**src/ivt_defines.svh**
```systemverilog
`ifndef IVT_DEFINES_SVH
`define IVT_DEFINES_SVH

// -------------------------------------------------------------
// sizes and control register layout
// -------------------------------------------------------------
`define SRC_COUNT     56
`define IC_IR_BIT     7
`define IC_IE_BIT     6
`define IC_PRIORITY_LEVEL_FIELD_LSB   2
`define IC_GROUP_LEVEL_FIELD_LSB   0
`define IC_RESET      8'h00
`define LVL_TRAP      4'hF

// -------------------------------------------------------------
// register byte offsets
// -------------------------------------------------------------
`define OFF_IC_LAST   12'h0DC
`define OFF_TFR       12'h100
`define OFF_STAT      12'h104
`define OFF_MASK      12'h108
`define OFF_CORE      12'h10C
`define STAT_TRAP_BIT 0
`define STAT_INT_BIT  1
`define RESP_OKAY     2'h0
`define RESP_SLVERR   2'h2

// -------------------------------------------------------------
// trap numbers
// -------------------------------------------------------------
`define TRAP_NMI      8'h02
`define TRAP_STKOF    8'h04
`define TRAP_STKUF    8'h06
`define TRAP_CLASSB   8'h0A
`define TN_CC0        8'h10
`define TN_CC16       8'h30
`define TN_CC29       8'h44
`define TN_T0         8'h20
`define TN_T1         8'h21
`define TN_T7         8'h3D
`define TN_T8         8'h3E
`define TN_T2         8'h22
`define TN_ADC        8'h28
`define TN_ADE        8'h29
`define TN_S0T        8'h2A
`define TN_S0TB       8'h47
`define TN_S0R        8'h2B
`define TN_S0E        8'h2C
`define TN_SCT        8'h2D
`define TN_PWM        8'h3F
`define TN_XP0        8'h40

`endif

```
**src/ivt_pkg.sv**
```systemverilog
package ivt_pkg;
	`include "ivt_defines.svh"

	typedef struct packed {
		logic        valid;
		logic [11:0] addr;
		logic [31:0] data;
		logic [3:0]  strb;
	} wr_req_s;

	typedef struct packed {
		logic        valid;
		logic [11:0] addr;
	} rd_req_s;

	typedef enum logic [2:0] {
		RD_IDLE  = 3'b001,
		RD_FETCH = 3'b010,
		RD_RESP  = 3'b100
	} rd_state_e;

	// 0 none, 1 class B, 2 class A
	typedef logic [1:0] trap_cls_t;

	// source index to trap number
	function automatic logic [7:0] trap_num_f(input logic [5:0] i);
		logic [7:0] n;
		n = {2'h0, i};
		if (i < 6'd16)      trap_num_f = `TN_CC0 + n;
		else if (i < 6'd29) trap_num_f = `TN_CC16 + n - 8'd16;
		else if (i < 6'd32) trap_num_f = `TN_CC29 + n - 8'd29;
		else if (i == 6'd32) trap_num_f = `TN_T0;
		else if (i == 6'd33) trap_num_f = `TN_T1;
		else if (i == 6'd34) trap_num_f = `TN_T7;
		else if (i == 6'd35) trap_num_f = `TN_T8;
		else if (i < 6'd42) trap_num_f = `TN_T2 + n - 8'd36;
		else if (i == 6'd42) trap_num_f = `TN_ADC;
		else if (i == 6'd43) trap_num_f = `TN_ADE;
		else if (i == 6'd44) trap_num_f = `TN_S0T;
		else if (i == 6'd45) trap_num_f = `TN_S0TB;
		else if (i == 6'd46) trap_num_f = `TN_S0R;
		else if (i == 6'd47) trap_num_f = `TN_S0E;
		else if (i < 6'd51) trap_num_f = `TN_SCT + n - 8'd48;
		else if (i == 6'd51) trap_num_f = `TN_PWM;
		else                 trap_num_f = `TN_XP0 + n - 8'd52;
	endfunction : trap_num_f

	// branch target is four times the trap number
	function automatic logic [23:0] vec_addr_f(input logic [7:0] t);
		vec_addr_f = {14'h0000, t, 2'b00};
	endfunction : vec_addr_f
endpackage : ivt_pkg

```
**src/ivt_axil_slave.sv**
```systemverilog
`timescale 1ns/1ps
module ivt_axil_slave
	import ivt_pkg::*;
(
	input  wire logic        aclk,
	input  wire logic        aresetn,
	input  wire logic [11:0] awaddr,
	input  wire logic        awvalid,
	output logic             awready,
	input  wire logic [31:0] wdata,
	input  wire logic [3:0]  wstrb,
	input  wire logic        wvalid,
	output logic             wready,
	output logic [1:0]       bresp,
	output logic             bvalid,
	input  wire logic        bready,
	input  wire logic [11:0] araddr,
	input  wire logic        arvalid,
	output logic             arready,
	output logic [31:0]      rdata,
	output logic [1:0]       rresp,
	output logic             rvalid,
	input  wire logic        rready,
	output wr_req_s          wr_req,
	output rd_req_s          rd_req,
	input  wire logic [31:0] rd_data,
	input  wire logic        rd_err,
	input  wire logic        wr_err
);
	logic        aw_got_q, w_got_q;
	logic [11:0] awaddr_q, araddr_q;
	logic [31:0] wdata_q;
	logic [3:0]  wstrb_q;
	rd_state_e   rd_st_q, rd_st_d;

	// -------------------------------------------------------------
	// write channel: address and data in either order
	// -------------------------------------------------------------
	wire aw_take = awvalid & awready;
	wire w_take  = wvalid & wready;
	wire do_wr   = aw_got_q & w_got_q & ~bvalid;
	wire aw_got_d = (aw_got_q | aw_take) & ~do_wr;
	wire w_got_d  = (w_got_q | w_take) & ~do_wr;
	wire bvalid_d = do_wr | (bvalid & ~bready);

	assign wr_req = '{valid: do_wr, addr: awaddr_q, data: wdata_q, strb: wstrb_q};

	// ready stays low until the response is taken, one write at a time
	always_ff @(posedge aclk) begin
		if (!aresetn) begin
			aw_got_q <= 1'b0;
			w_got_q  <= 1'b0;
			awready  <= 1'b0;
			wready   <= 1'b0;
			bvalid   <= 1'b0;
			bresp    <= `RESP_OKAY;
		end else begin
			aw_got_q <= aw_got_d;
			w_got_q  <= w_got_d;
			awready  <= ~aw_got_d & ~bvalid_d;
			wready   <= ~w_got_d & ~bvalid_d;
			bvalid   <= bvalid_d;
			if (do_wr) bresp <= wr_err ? `RESP_SLVERR : `RESP_OKAY;
		end
	end

	// payload latches carry no reset
	always_ff @(posedge aclk) begin
		if (aw_take) awaddr_q <= awaddr;
		if (w_take) begin
			wdata_q <= wdata;
			wstrb_q <= wstrb;
		end
		if (arvalid && arready) araddr_q <= araddr;
	end

	// -------------------------------------------------------------
	// read channel
	// -------------------------------------------------------------
	assign rd_req = '{valid: rd_st_q == RD_FETCH, addr: araddr_q};

	always_comb begin
		rd_st_d = rd_st_q;
		unique case (rd_st_q)
			RD_IDLE:  if (arvalid) rd_st_d = RD_FETCH;
			RD_FETCH: rd_st_d = RD_RESP;
			RD_RESP:  if (rready) rd_st_d = RD_IDLE;
			default:  rd_st_d = RD_IDLE;
		endcase
	end

	always_ff @(posedge aclk) begin
		if (!aresetn) begin
			rd_st_q <= RD_IDLE;
			arready <= 1'b0;
			rvalid  <= 1'b0;
			rdata   <= 32'h0000_0000;
			rresp   <= `RESP_OKAY;
		end else begin
			rd_st_q <= rd_st_d;
			arready <= rd_st_d == RD_IDLE;
			rvalid  <= rd_st_d == RD_RESP;
			if (rd_st_q == RD_FETCH) begin
				rdata <= rd_data;
				rresp <= rd_err ? `RESP_SLVERR : `RESP_OKAY;
			end
		end
	end
endmodule : ivt_axil_slave

```
**src/ivt_prio_arbiter.sv**
```systemverilog
`timescale 1ns/1ps
module ivt_prio_arbiter #(
	parameter int N = 56
) (
	input  wire logic [N-1:0]      cand,
	input  wire logic [N-1:0][5:0] key,
	output logic [5:0]             win_idx,
	output logic [5:0]             win_key,
	output logic                   found
);
	// -------------------------------------------------------------
	// highest key wins, lower index breaks a full tie
	// -------------------------------------------------------------
	always_comb begin
		win_idx = 6'h00;
		win_key = 6'h00;
		found   = 1'b0;
		for (int i = 0; i < N; i++) begin
			if (cand[i] && (!found || key[i] > win_key)) begin
				win_idx = 6'(i);
				win_key = key[i];
				found   = 1'b1;
			end
		end
	end
endmodule : ivt_prio_arbiter

```
**src/interrupt_vector_trap_map.sv**
```systemverilog
`timescale 1ns/1ps
// Summary of operation
// - every source has its own request flag, enable flag, vector and trap number
// - channels 0..15 use traps 10h..1Fh, vectors from 40h in steps of four
// - channels 16..28 use traps 30h..3Ch, channels 29..31 use 44h..46h
// - timers 0, 1, 7, 8 map to traps 20h, 21h, 3Dh, 3Eh
// - timers 2..6 map to 22h..26h, capture-reload source to 27h
// - converter complete at 28h, converter overrun at 29h
// - async channel transmit 2Ah, receive 2Bh, error 2Ch, buffer 47h
// - sync channel transmit, receive, error at 2Dh, 2Eh, 2Fh
// - pulse-width unit 3Fh, bus interfaces 40h/41h, flash 42h, clock monitor 43h
// - hardware traps dispatch at once, unmaskable; class A traps to their own vector, class B traps share 0Ah
// - each hardware trap sets its own trap flag bit
// - a trap pre-empts anything except a higher-priority trap service
// - no interrupt is offered during a trap service
// - control register low byte: flag 7, enable 6, level 5..2, group 1..0
// - sixteen levels; only a higher level interrupts a running service
module interrupt_vector_trap_map
	import ivt_pkg::*;
#(
	parameter int N_SRC = `SRC_COUNT
) (
	input  wire logic              aclk,
	input  wire logic              aresetn,
	input  wire logic [11:0]       awaddr,
	input  wire logic              awvalid,
	output logic                   awready,
	input  wire logic [31:0]       wdata,
	input  wire logic [3:0]        wstrb,
	input  wire logic              wvalid,
	output logic                   wready,
	output logic [1:0]             bresp,
	output logic                   bvalid,
	input  wire logic              bready,
	input  wire logic [11:0]       araddr,
	input  wire logic              arvalid,
	output logic                   arready,
	output logic [31:0]            rdata,
	output logic [1:0]             rresp,
	output logic                   rvalid,
	input  wire logic              rready,
	input  wire logic [N_SRC-1:0]  src_evt,
	input  wire logic [7:0]        hw_trap_evt,
	input  wire logic [3:0]        cpu_level,
	input  wire logic              vec_accept,
	input  wire logic              trap_return,
	output logic                   vec_valid_q,
	output logic [7:0]             vec_trap_q,
	output logic [23:0]            vec_addr_q,
	output logic                   vec_is_trap_q,
	output logic [3:0]             vec_level_q,
	output logic                   irq_q
);
	// -------------------------------------------------------------
	// elaboration check
	// -------------------------------------------------------------
	if (N_SRC != `SRC_COUNT) begin : g_bad_n
		$error("source count must match the fixed trap map");
	end

	wr_req_s   wr;
	rd_req_s   rd;
	logic [31:0] rd_data;
	logic        rd_err, wr_err;

	logic [N_SRC-1:0][7:0] ic_q, ic_d;
	logic [7:0]  tfr_q, tfr_d;
	logic [7:0]  trap_pend_q, trap_pend_d;
	logic [1:0]  stat_q, stat_d;
	logic [1:0]  mask_q;
	trap_cls_t   trap_cls_q, trap_cls_d;
	trap_cls_t   vec_tcls_q;
	logic [7:0]  vec_tmask_q;
	logic [5:0]  sel_q;

	// -------------------------------------------------------------
	// bus slave
	// -------------------------------------------------------------
	ivt_axil_slave u_slave (
		.aclk    (aclk),
		.aresetn (aresetn),
		.awaddr  (awaddr),
		.awvalid (awvalid),
		.awready (awready),
		.wdata   (wdata),
		.wstrb   (wstrb),
		.wvalid  (wvalid),
		.wready  (wready),
		.bresp   (bresp),
		.bvalid  (bvalid),
		.bready  (bready),
		.araddr  (araddr),
		.arvalid (arvalid),
		.arready (arready),
		.rdata   (rdata),
		.rresp   (rresp),
		.rvalid  (rvalid),
		.rready  (rready),
		.wr_req  (wr),
		.rd_req  (rd),
		.rd_data (rd_data),
		.rd_err  (rd_err),
		.wr_err  (wr_err)
	);

	// -------------------------------------------------------------
	// address decode
	// -------------------------------------------------------------
	function automatic logic ic_hit_f(input logic [11:0] a);
		ic_hit_f = (a[1:0] == 2'b00) && (a <= `OFF_IC_LAST);
	endfunction : ic_hit_f

	function automatic logic known_f(input logic [11:0] a);
		known_f = ic_hit_f(a) || a == `OFF_TFR || a == `OFF_STAT
			|| a == `OFF_MASK || a == `OFF_CORE;
	endfunction : known_f

	wire       wr_ic   = wr.valid & wr.strb[0] & ic_hit_f(wr.addr);
	wire [5:0] wr_idx  = wr.addr[7:2];
	wire       wr_tfr  = wr.valid & wr.strb[0] & (wr.addr == `OFF_TFR);
	wire       wr_mask = wr.valid & wr.strb[0] & (wr.addr == `OFF_MASK);
	wire       rd_stat = rd.valid & (rd.addr == `OFF_STAT);
	wire [5:0] rd_idx  = rd.addr[7:2];
	assign wr_err = ~known_f(wr.addr);
	assign rd_err = ~known_f(rd.addr);

	// upper bits of every register read as zero
	always_comb begin
		rd_data = 32'h0000_0000;
		if (ic_hit_f(rd.addr))
			rd_data[7:0] = ic_q[rd_idx];
		else if (rd.addr == `OFF_TFR)
			rd_data[7:0] = tfr_q;
		else if (rd.addr == `OFF_STAT)
			rd_data[1:0] = stat_q;
		else if (rd.addr == `OFF_MASK)
			rd_data[1:0] = mask_q;
		else if (rd.addr == `OFF_CORE)
			rd_data[7:0] = {vec_is_trap_q, vec_valid_q, 4'h0, trap_cls_q};
	end

	// -------------------------------------------------------------
	// interrupt arbitration
	// -------------------------------------------------------------
	logic [N_SRC-1:0]      cand;
	logic [N_SRC-1:0][5:0] key;
	logic [5:0]            win_idx, win_key;
	logic                  win_found;

	// flag and enable gate each source
	always_comb begin
		for (int i = 0; i < N_SRC; i++) begin
			cand[i] = ic_q[i][`IC_IR_BIT] & ic_q[i][`IC_IE_BIT];
			key[i]  = ic_q[i][5:0];
		end
	end

	ivt_prio_arbiter #(.N(N_SRC)) u_arb (
		.cand    (cand),
		.key     (key),
		.win_idx (win_idx),
		.win_key (win_key),
		.found   (win_found)
	);

	wire [3:0] win_lvl = win_key[5:2];
	// only a higher level than the running service
	wire lvl_ok = win_found & (win_lvl > cpu_level);
	// no interrupt offered during a trap service
	wire int_ok = lvl_ok & (trap_cls_q == 2'd0);

	// -------------------------------------------------------------
	// hardware trap selection
	// -------------------------------------------------------------
	// new events count at once so the trap is offered next cycle
	wire [7:0] pend_now = trap_pend_q | hw_trap_evt;
	wire       a_hit    = |pend_now[2:0];
	wire [7:0] t_num    = pend_now[0] ? `TRAP_NMI :
				pend_now[1] ? `TRAP_STKOF :
				pend_now[2] ? `TRAP_STKUF : `TRAP_CLASSB;
	wire [7:0] t_mask   = pend_now[0] ? 8'h01 :
				pend_now[1] ? 8'h02 :
				pend_now[2] ? 8'h04 : 8'hF8;
	wire trap_cls_t t_cls = a_hit ? 2'd2 : 2'd1;
	// blocked only by a higher trap class in service
	wire trap_ok  = (|pend_now) & (t_cls >= trap_cls_q);
	wire accepted = vec_accept & vec_valid_q;
	wire int_take = accepted & ~vec_is_trap_q;
	wire trp_take = accepted & vec_is_trap_q;

	// trap pending bits, no mask applies
	always_comb begin
		trap_pend_d = pend_now & ~(trp_take ? vec_tmask_q : 8'h00);
		trap_pend_d = trap_pend_d | hw_trap_evt;
	end

	// nesting depth is not kept: a return ends all trap service
	always_comb begin
		trap_cls_d = trap_cls_q;
		if (trap_return) trap_cls_d = 2'd0;
		if (trp_take) trap_cls_d = vec_tcls_q;
	end

	// -------------------------------------------------------------
	// control registers, set wins over any clear
	// -------------------------------------------------------------
	always_comb begin
		for (int i = 0; i < N_SRC; i++) begin
			ic_d[i] = ic_q[i];
			if (wr_ic && wr_idx == 6'(i)) ic_d[i] = wr.data[7:0];
			if (int_take && sel_q == 6'(i)) ic_d[i][`IC_IR_BIT] = 1'b0;
			if (src_evt[i]) ic_d[i][`IC_IR_BIT] = 1'b1;
		end
	end

	// one flag bit per trap, write one to clear
	always_comb begin
		tfr_d = tfr_q & ~(wr_tfr ? wr.data[7:0] : 8'h00);
		tfr_d = tfr_d | hw_trap_evt;
	end

	// status cleared by its read, new events still land
	always_comb begin
		stat_d = rd_stat ? 2'b00 : stat_q;
		stat_d[`STAT_TRAP_BIT] = stat_d[`STAT_TRAP_BIT] | trp_take;
		stat_d[`STAT_INT_BIT]  = stat_d[`STAT_INT_BIT] | int_take;
	end

	always_ff @(posedge aclk) begin
		if (!aresetn) begin
			ic_q        <= '{default: `IC_RESET};
			tfr_q       <= 8'h00;
			trap_pend_q <= 8'h00;
			trap_cls_q  <= 2'd0;
			stat_q      <= 2'b00;
			mask_q      <= 2'b00;
			irq_q       <= 1'b0;
		end else begin
			ic_q        <= ic_d;
			tfr_q       <= tfr_d;
			trap_pend_q <= trap_pend_d;
			trap_cls_q  <= trap_cls_d;
			stat_q      <= stat_d;
			if (wr_mask) mask_q <= wr.data[1:0];
			irq_q       <= |(stat_q & mask_q);
		end
	end

	// -------------------------------------------------------------
	// vector offer to the core
	// -------------------------------------------------------------
	// re-evaluated each cycle so a trap displaces an offered interrupt;
	// after an accept the offer drops one cycle for the level to settle
	always_ff @(posedge aclk) begin
		if (!aresetn) begin
			vec_valid_q   <= 1'b0;
			vec_is_trap_q <= 1'b0;
			vec_trap_q    <= 8'h00;
			vec_addr_q    <= 24'h000000;
			vec_level_q   <= 4'h0;
			vec_tcls_q    <= 2'd0;
			vec_tmask_q   <= 8'h00;
			sel_q         <= 6'h00;
		end else if (accepted) begin
			vec_valid_q <= 1'b0;
		end else if (trap_ok) begin
			vec_valid_q   <= 1'b1;
			vec_is_trap_q <= 1'b1;
			vec_trap_q    <= t_num;
			vec_addr_q    <= vec_addr_f(t_num);
			vec_level_q   <= `LVL_TRAP;
			vec_tcls_q    <= t_cls;
			vec_tmask_q   <= t_mask;
		end else begin
			vec_valid_q   <= int_ok;
			vec_is_trap_q <= 1'b0;
			vec_trap_q    <= trap_num_f(win_idx);
			vec_addr_q    <= vec_addr_f(trap_num_f(win_idx));
			vec_level_q   <= win_lvl;
			sel_q         <= win_idx;
		end
	end
endmodule : interrupt_vector_trap_map

```
**config.mk**
```make
export PLATFORM = sky130hd
export DESIGN_NAME = interrupt_vector_trap_map
export DESIGN_NICKNAME = d
export VERILOG_FILES = /design/src/ivt_pkg.sv /design/src/ivt_axil_slave.sv /design/src/ivt_prio_arbiter.sv /design/src/interrupt_vector_trap_map.sv
export VERILOG_INCLUDE_DIRS = /design/src
export SDC_FILE = /design/constraint.sdc
export NUM_CORES = 2
export LEC_CHECK = 0
export BUFFER_PORTS_ARGS = -buffer_cell sky130_fd_sc_hd__buf_2
export CAP_MARGIN = 10
export CORE_UTILIZATION = 40
export CTS_CLUSTER_DIAMETER = 120
export DETAILED_ROUTE_END_ITERATION = 6
export HOLD_SLACK_MARGIN = 0.06
export PLACE_DENSITY = 0.64
export SYNTH_ARGS = -nofsm -noshare
export SYNTH_HDL_FRONTEND = slang
export SYNTH_SLANG_ARGS = --single-unit
```
**constraint.sdc**
```tcl
create_clock -name aclk -period 110.7 [get_ports aclk]
set_clock_uncertainty 0.15 [all_clocks]
set_input_delay 22.14 -clock aclk [delete_from_list [all_inputs] [get_ports aclk]]
set_output_delay 22.14 -clock aclk [all_outputs]
set_load 0.01 [all_outputs]
```
==> metrics <==
status=complete, no violations; post-synth cell types=177; CP Capture Type=register; Rel. slew slack=9.792%; Iter 0 DRT Violations=5304; CTS tree=done; routing usage on met1=39.18%; largest fanout on the critical path=15; Routed wire per std cell=22.53 microns; clock transition at the registers of the reported paths=0.06 ns; aggregate negative setup slack=0 ns; Die Span X=341.5 microns; Synth-to-Final Area Change=14.77%; register area share after synthesis=24.60%; Tcrit/Tclk final=94.01%; Peak VDD IR=0.000008371 V; final net count=6719; Critical Path AT=104.44 ns; largest net degree at the start of global routing=157; EDFF count, synth=33; Die ar.=116600 sq um; core area=114300 sq um; DIE HEIGHT=341.5 microns; Max Cap Viol=0; Hold Fails Final Rpt=0; worst setup margin=6.634 ns; Slew @ Worst Pin=1.348 ns; critical path's slowest cell=or4_4; clock sinks=550; Num CTS Buffers=67; latest clock arrival within the worst-skew pair=0.65 ns; cell at the root of the clock tree=clkbuf_16; overall power=0.4687 mW; worst-case clock buffer depth=3; hold path depth=1; synth cell count leaders=nand2_1 (1320), a21oi_1 (687), dfxtp_1 (517), nor2_1 (487), ha_1 (256); # placed instances=7727; PwrDens=8.859 nW/um^2; vias in the first global route=43.47k; Synth area leaders=dfxtp_1 (22%), nand2_1 (11%), a21oi_1 (7.5%), mux4_2 (7.1%), ha_1 (6.9%); area leader, netlist=dfxtp_1; num ports=217; initial core utilization=40.32%; Vias=47.90k; FP Rows=124; Worst R2R Path Depth=513; max frequency=9.609 MHz; initial antenna violation count=13; Hold Path Class=register to register; busiest grt layer=met2; Setup CP Type=register to register; Yosys top cell area share=22.45%; Critical Path RT=111.07 ns; first-pass detailed-route iteration total=7; H-tree depth=3; DP Wirelength=133.1 mm; Critical Path Source Type=register; Slew Viols, Final=0; share of layout cells above drive strength 1=19.16%; r2r startpoint=ic_q[6]; drt drc=0; async set-reset flop share out of synthesis=0%; Cell Area, Synth=46100 sq um; syn_area_per_cell=7.701 sq um; GR Overflow Total=0; min cycle time layout=104.07 ns; worst reg2reg endpoint=vec_addr_q[2]; cells after synthesis=5986; #FFs+latches synth=550; final WL=177.9 mm; destination of the worst hold path=u_slave.awready; min-delay src=u_slave.aw_got_q; Final setup violation count=0; Total GRT Usage=29.10%; pre-CTS WS=0.5451 ns; Most Frequent Cell on Critical Path=ha_1; non-filler cells, final=7897; max incr delay on CP=0.53 ns; P_leak=20.50 nW; GR Layer Usage met2=45.84%; Synth Warn #=0; R2R Setup Slk=6.63 ns; antenna-violating nets left=0; count leader, synth=nand2_1; Post-synth top flop=dfxtp_1; hold slack=0.3030 ns; Critical Path Start=ic_q[6]; vias per inst=6.065; met3 global-route usage=5.350%; PortBufs=147; RD Place Congestion=1.001; CTS hold repair buffers=0; first-pass GRT wire length=264.8 mm
cell families after synthesis:
logic type,count (synthesis),synth area share (%)
compound gates,1652,23.91
xor+xnor,59,1.186
fa+ha+maj,269,7.236
buf+inv,587,6.400
flops,550,24.60
mux,366,12.27
other cells,1,0.008134
simple gates,2502,24.39
timing repair:
| item | 4_1_cts | 5_1_grt |
|---|---|---|
| endpoints found under the hold margin | 0 | 0 |
| setup buffers | 0 | 36 |
| gates resized for setup | 0 | 132 |
| setup endpoints to repair | 0 | 18 |
how the worst max path moves through the flow:
stage               endpoint  slack [ns]  depth (start not counted)
2_1_floorplan  vec_addr_q[7]       10.21                        525
6_report       vec_addr_q[2]        6.63                        513
4_1_cts        vec_addr_q[7]        0.08                        515
3_5_place_dp   vec_addr_q[7]        0.55                        512
5_1_grt        vec_addr_q[7]       -0.36                        528
3_3_place_gp   vec_addr_q[7]        1.79                        508
through the flow:
| step | instance area [sq um] | utilization, % |
|---|---|---|
| finish | 52910 | 46.27 |
| global route | 52900 | 46.27 |
| CTS | 52050 | 45.52 |
| detailed placement | 49780 | 43.53 |
| global placement | 49760 | 43.52 |
| floorplan | 46250 | - |
critical path, delay by kind of cell (launching register included):
family / cells / cell delay (ns)
multiplexers: 30 / 9.07
AO/OA/AOI/OAI: 246 / 46.55
flip-flops: 1 / 0.40
buffers and inverters: 34 / 3.86
adder cells (fa/ha/maj): 65 / 19.49
AND/OR/NAND/NOR: 138 / 24.30
layout make-up:
type | count | area [sq um]
Sequential cell | 550 | 11340
Timing Repair Buffer | 562 | 3865
Fill cell | 11240 | 61440
Clock inverter | 34 | 421.7
Multi-Input combinational cell | 4894 | 32560
Inverter | 251 | 954.7
Antenna cell | 6 | 15.01
Clock buffer | 88 | 1858
Tap cell | 1512 | 1892
flip-flops by register name, indices dropped and copies added, names as in the netlist, 2 cells and up:
signal,count
ic_q,448
u_slave.araddr_q,12
u_slave.awaddr_q,12
tfr_q,8
trap_pend_q,8
u_slave.rdata,8
u_slave.wdata_q,8
vec_addr_q,8
sel_q,6
vec_level_q,4
vec_tmask_q,4
u_slave.rd_st_q,3
mask_q,2
stat_q,2
trap_cls_q,2
vec_tcls_q,2
power breakdown:
group	internal [mW]	switching, mW	total [mW]
Clock	0.138	0.0960	0.234
Sequential	0.203	0.00457	0.208
Combinational	0.00795	0.0188	0.0267
per-layer routing:
metal  part of all wire, %  wire (microns)
met1                    41           73250
met2                    44           79130
met3                    10           17900
met4                   4.3            7604
met5                 0.015              26
layout by cell type, fill, tap and decap left out, types with 48 or more instances in the layout:
master	instances
nand2_1	1317
a21oi_1	673
dfxtp_1	515
nor2_1	481
buf_4	411
ha_1	254
inv_1	245
o21ai_0	202
buf_2	148
mux4_2	145
nand3_1	142
mux2i_1	137
nor3_1	81
a31oi_1	70
clkbuf_16	69
nand4_1	59
mux2_2	54
and2_1	53
o21ai_1	48
No activity file was read; power rests on OpenSTA's default activity.
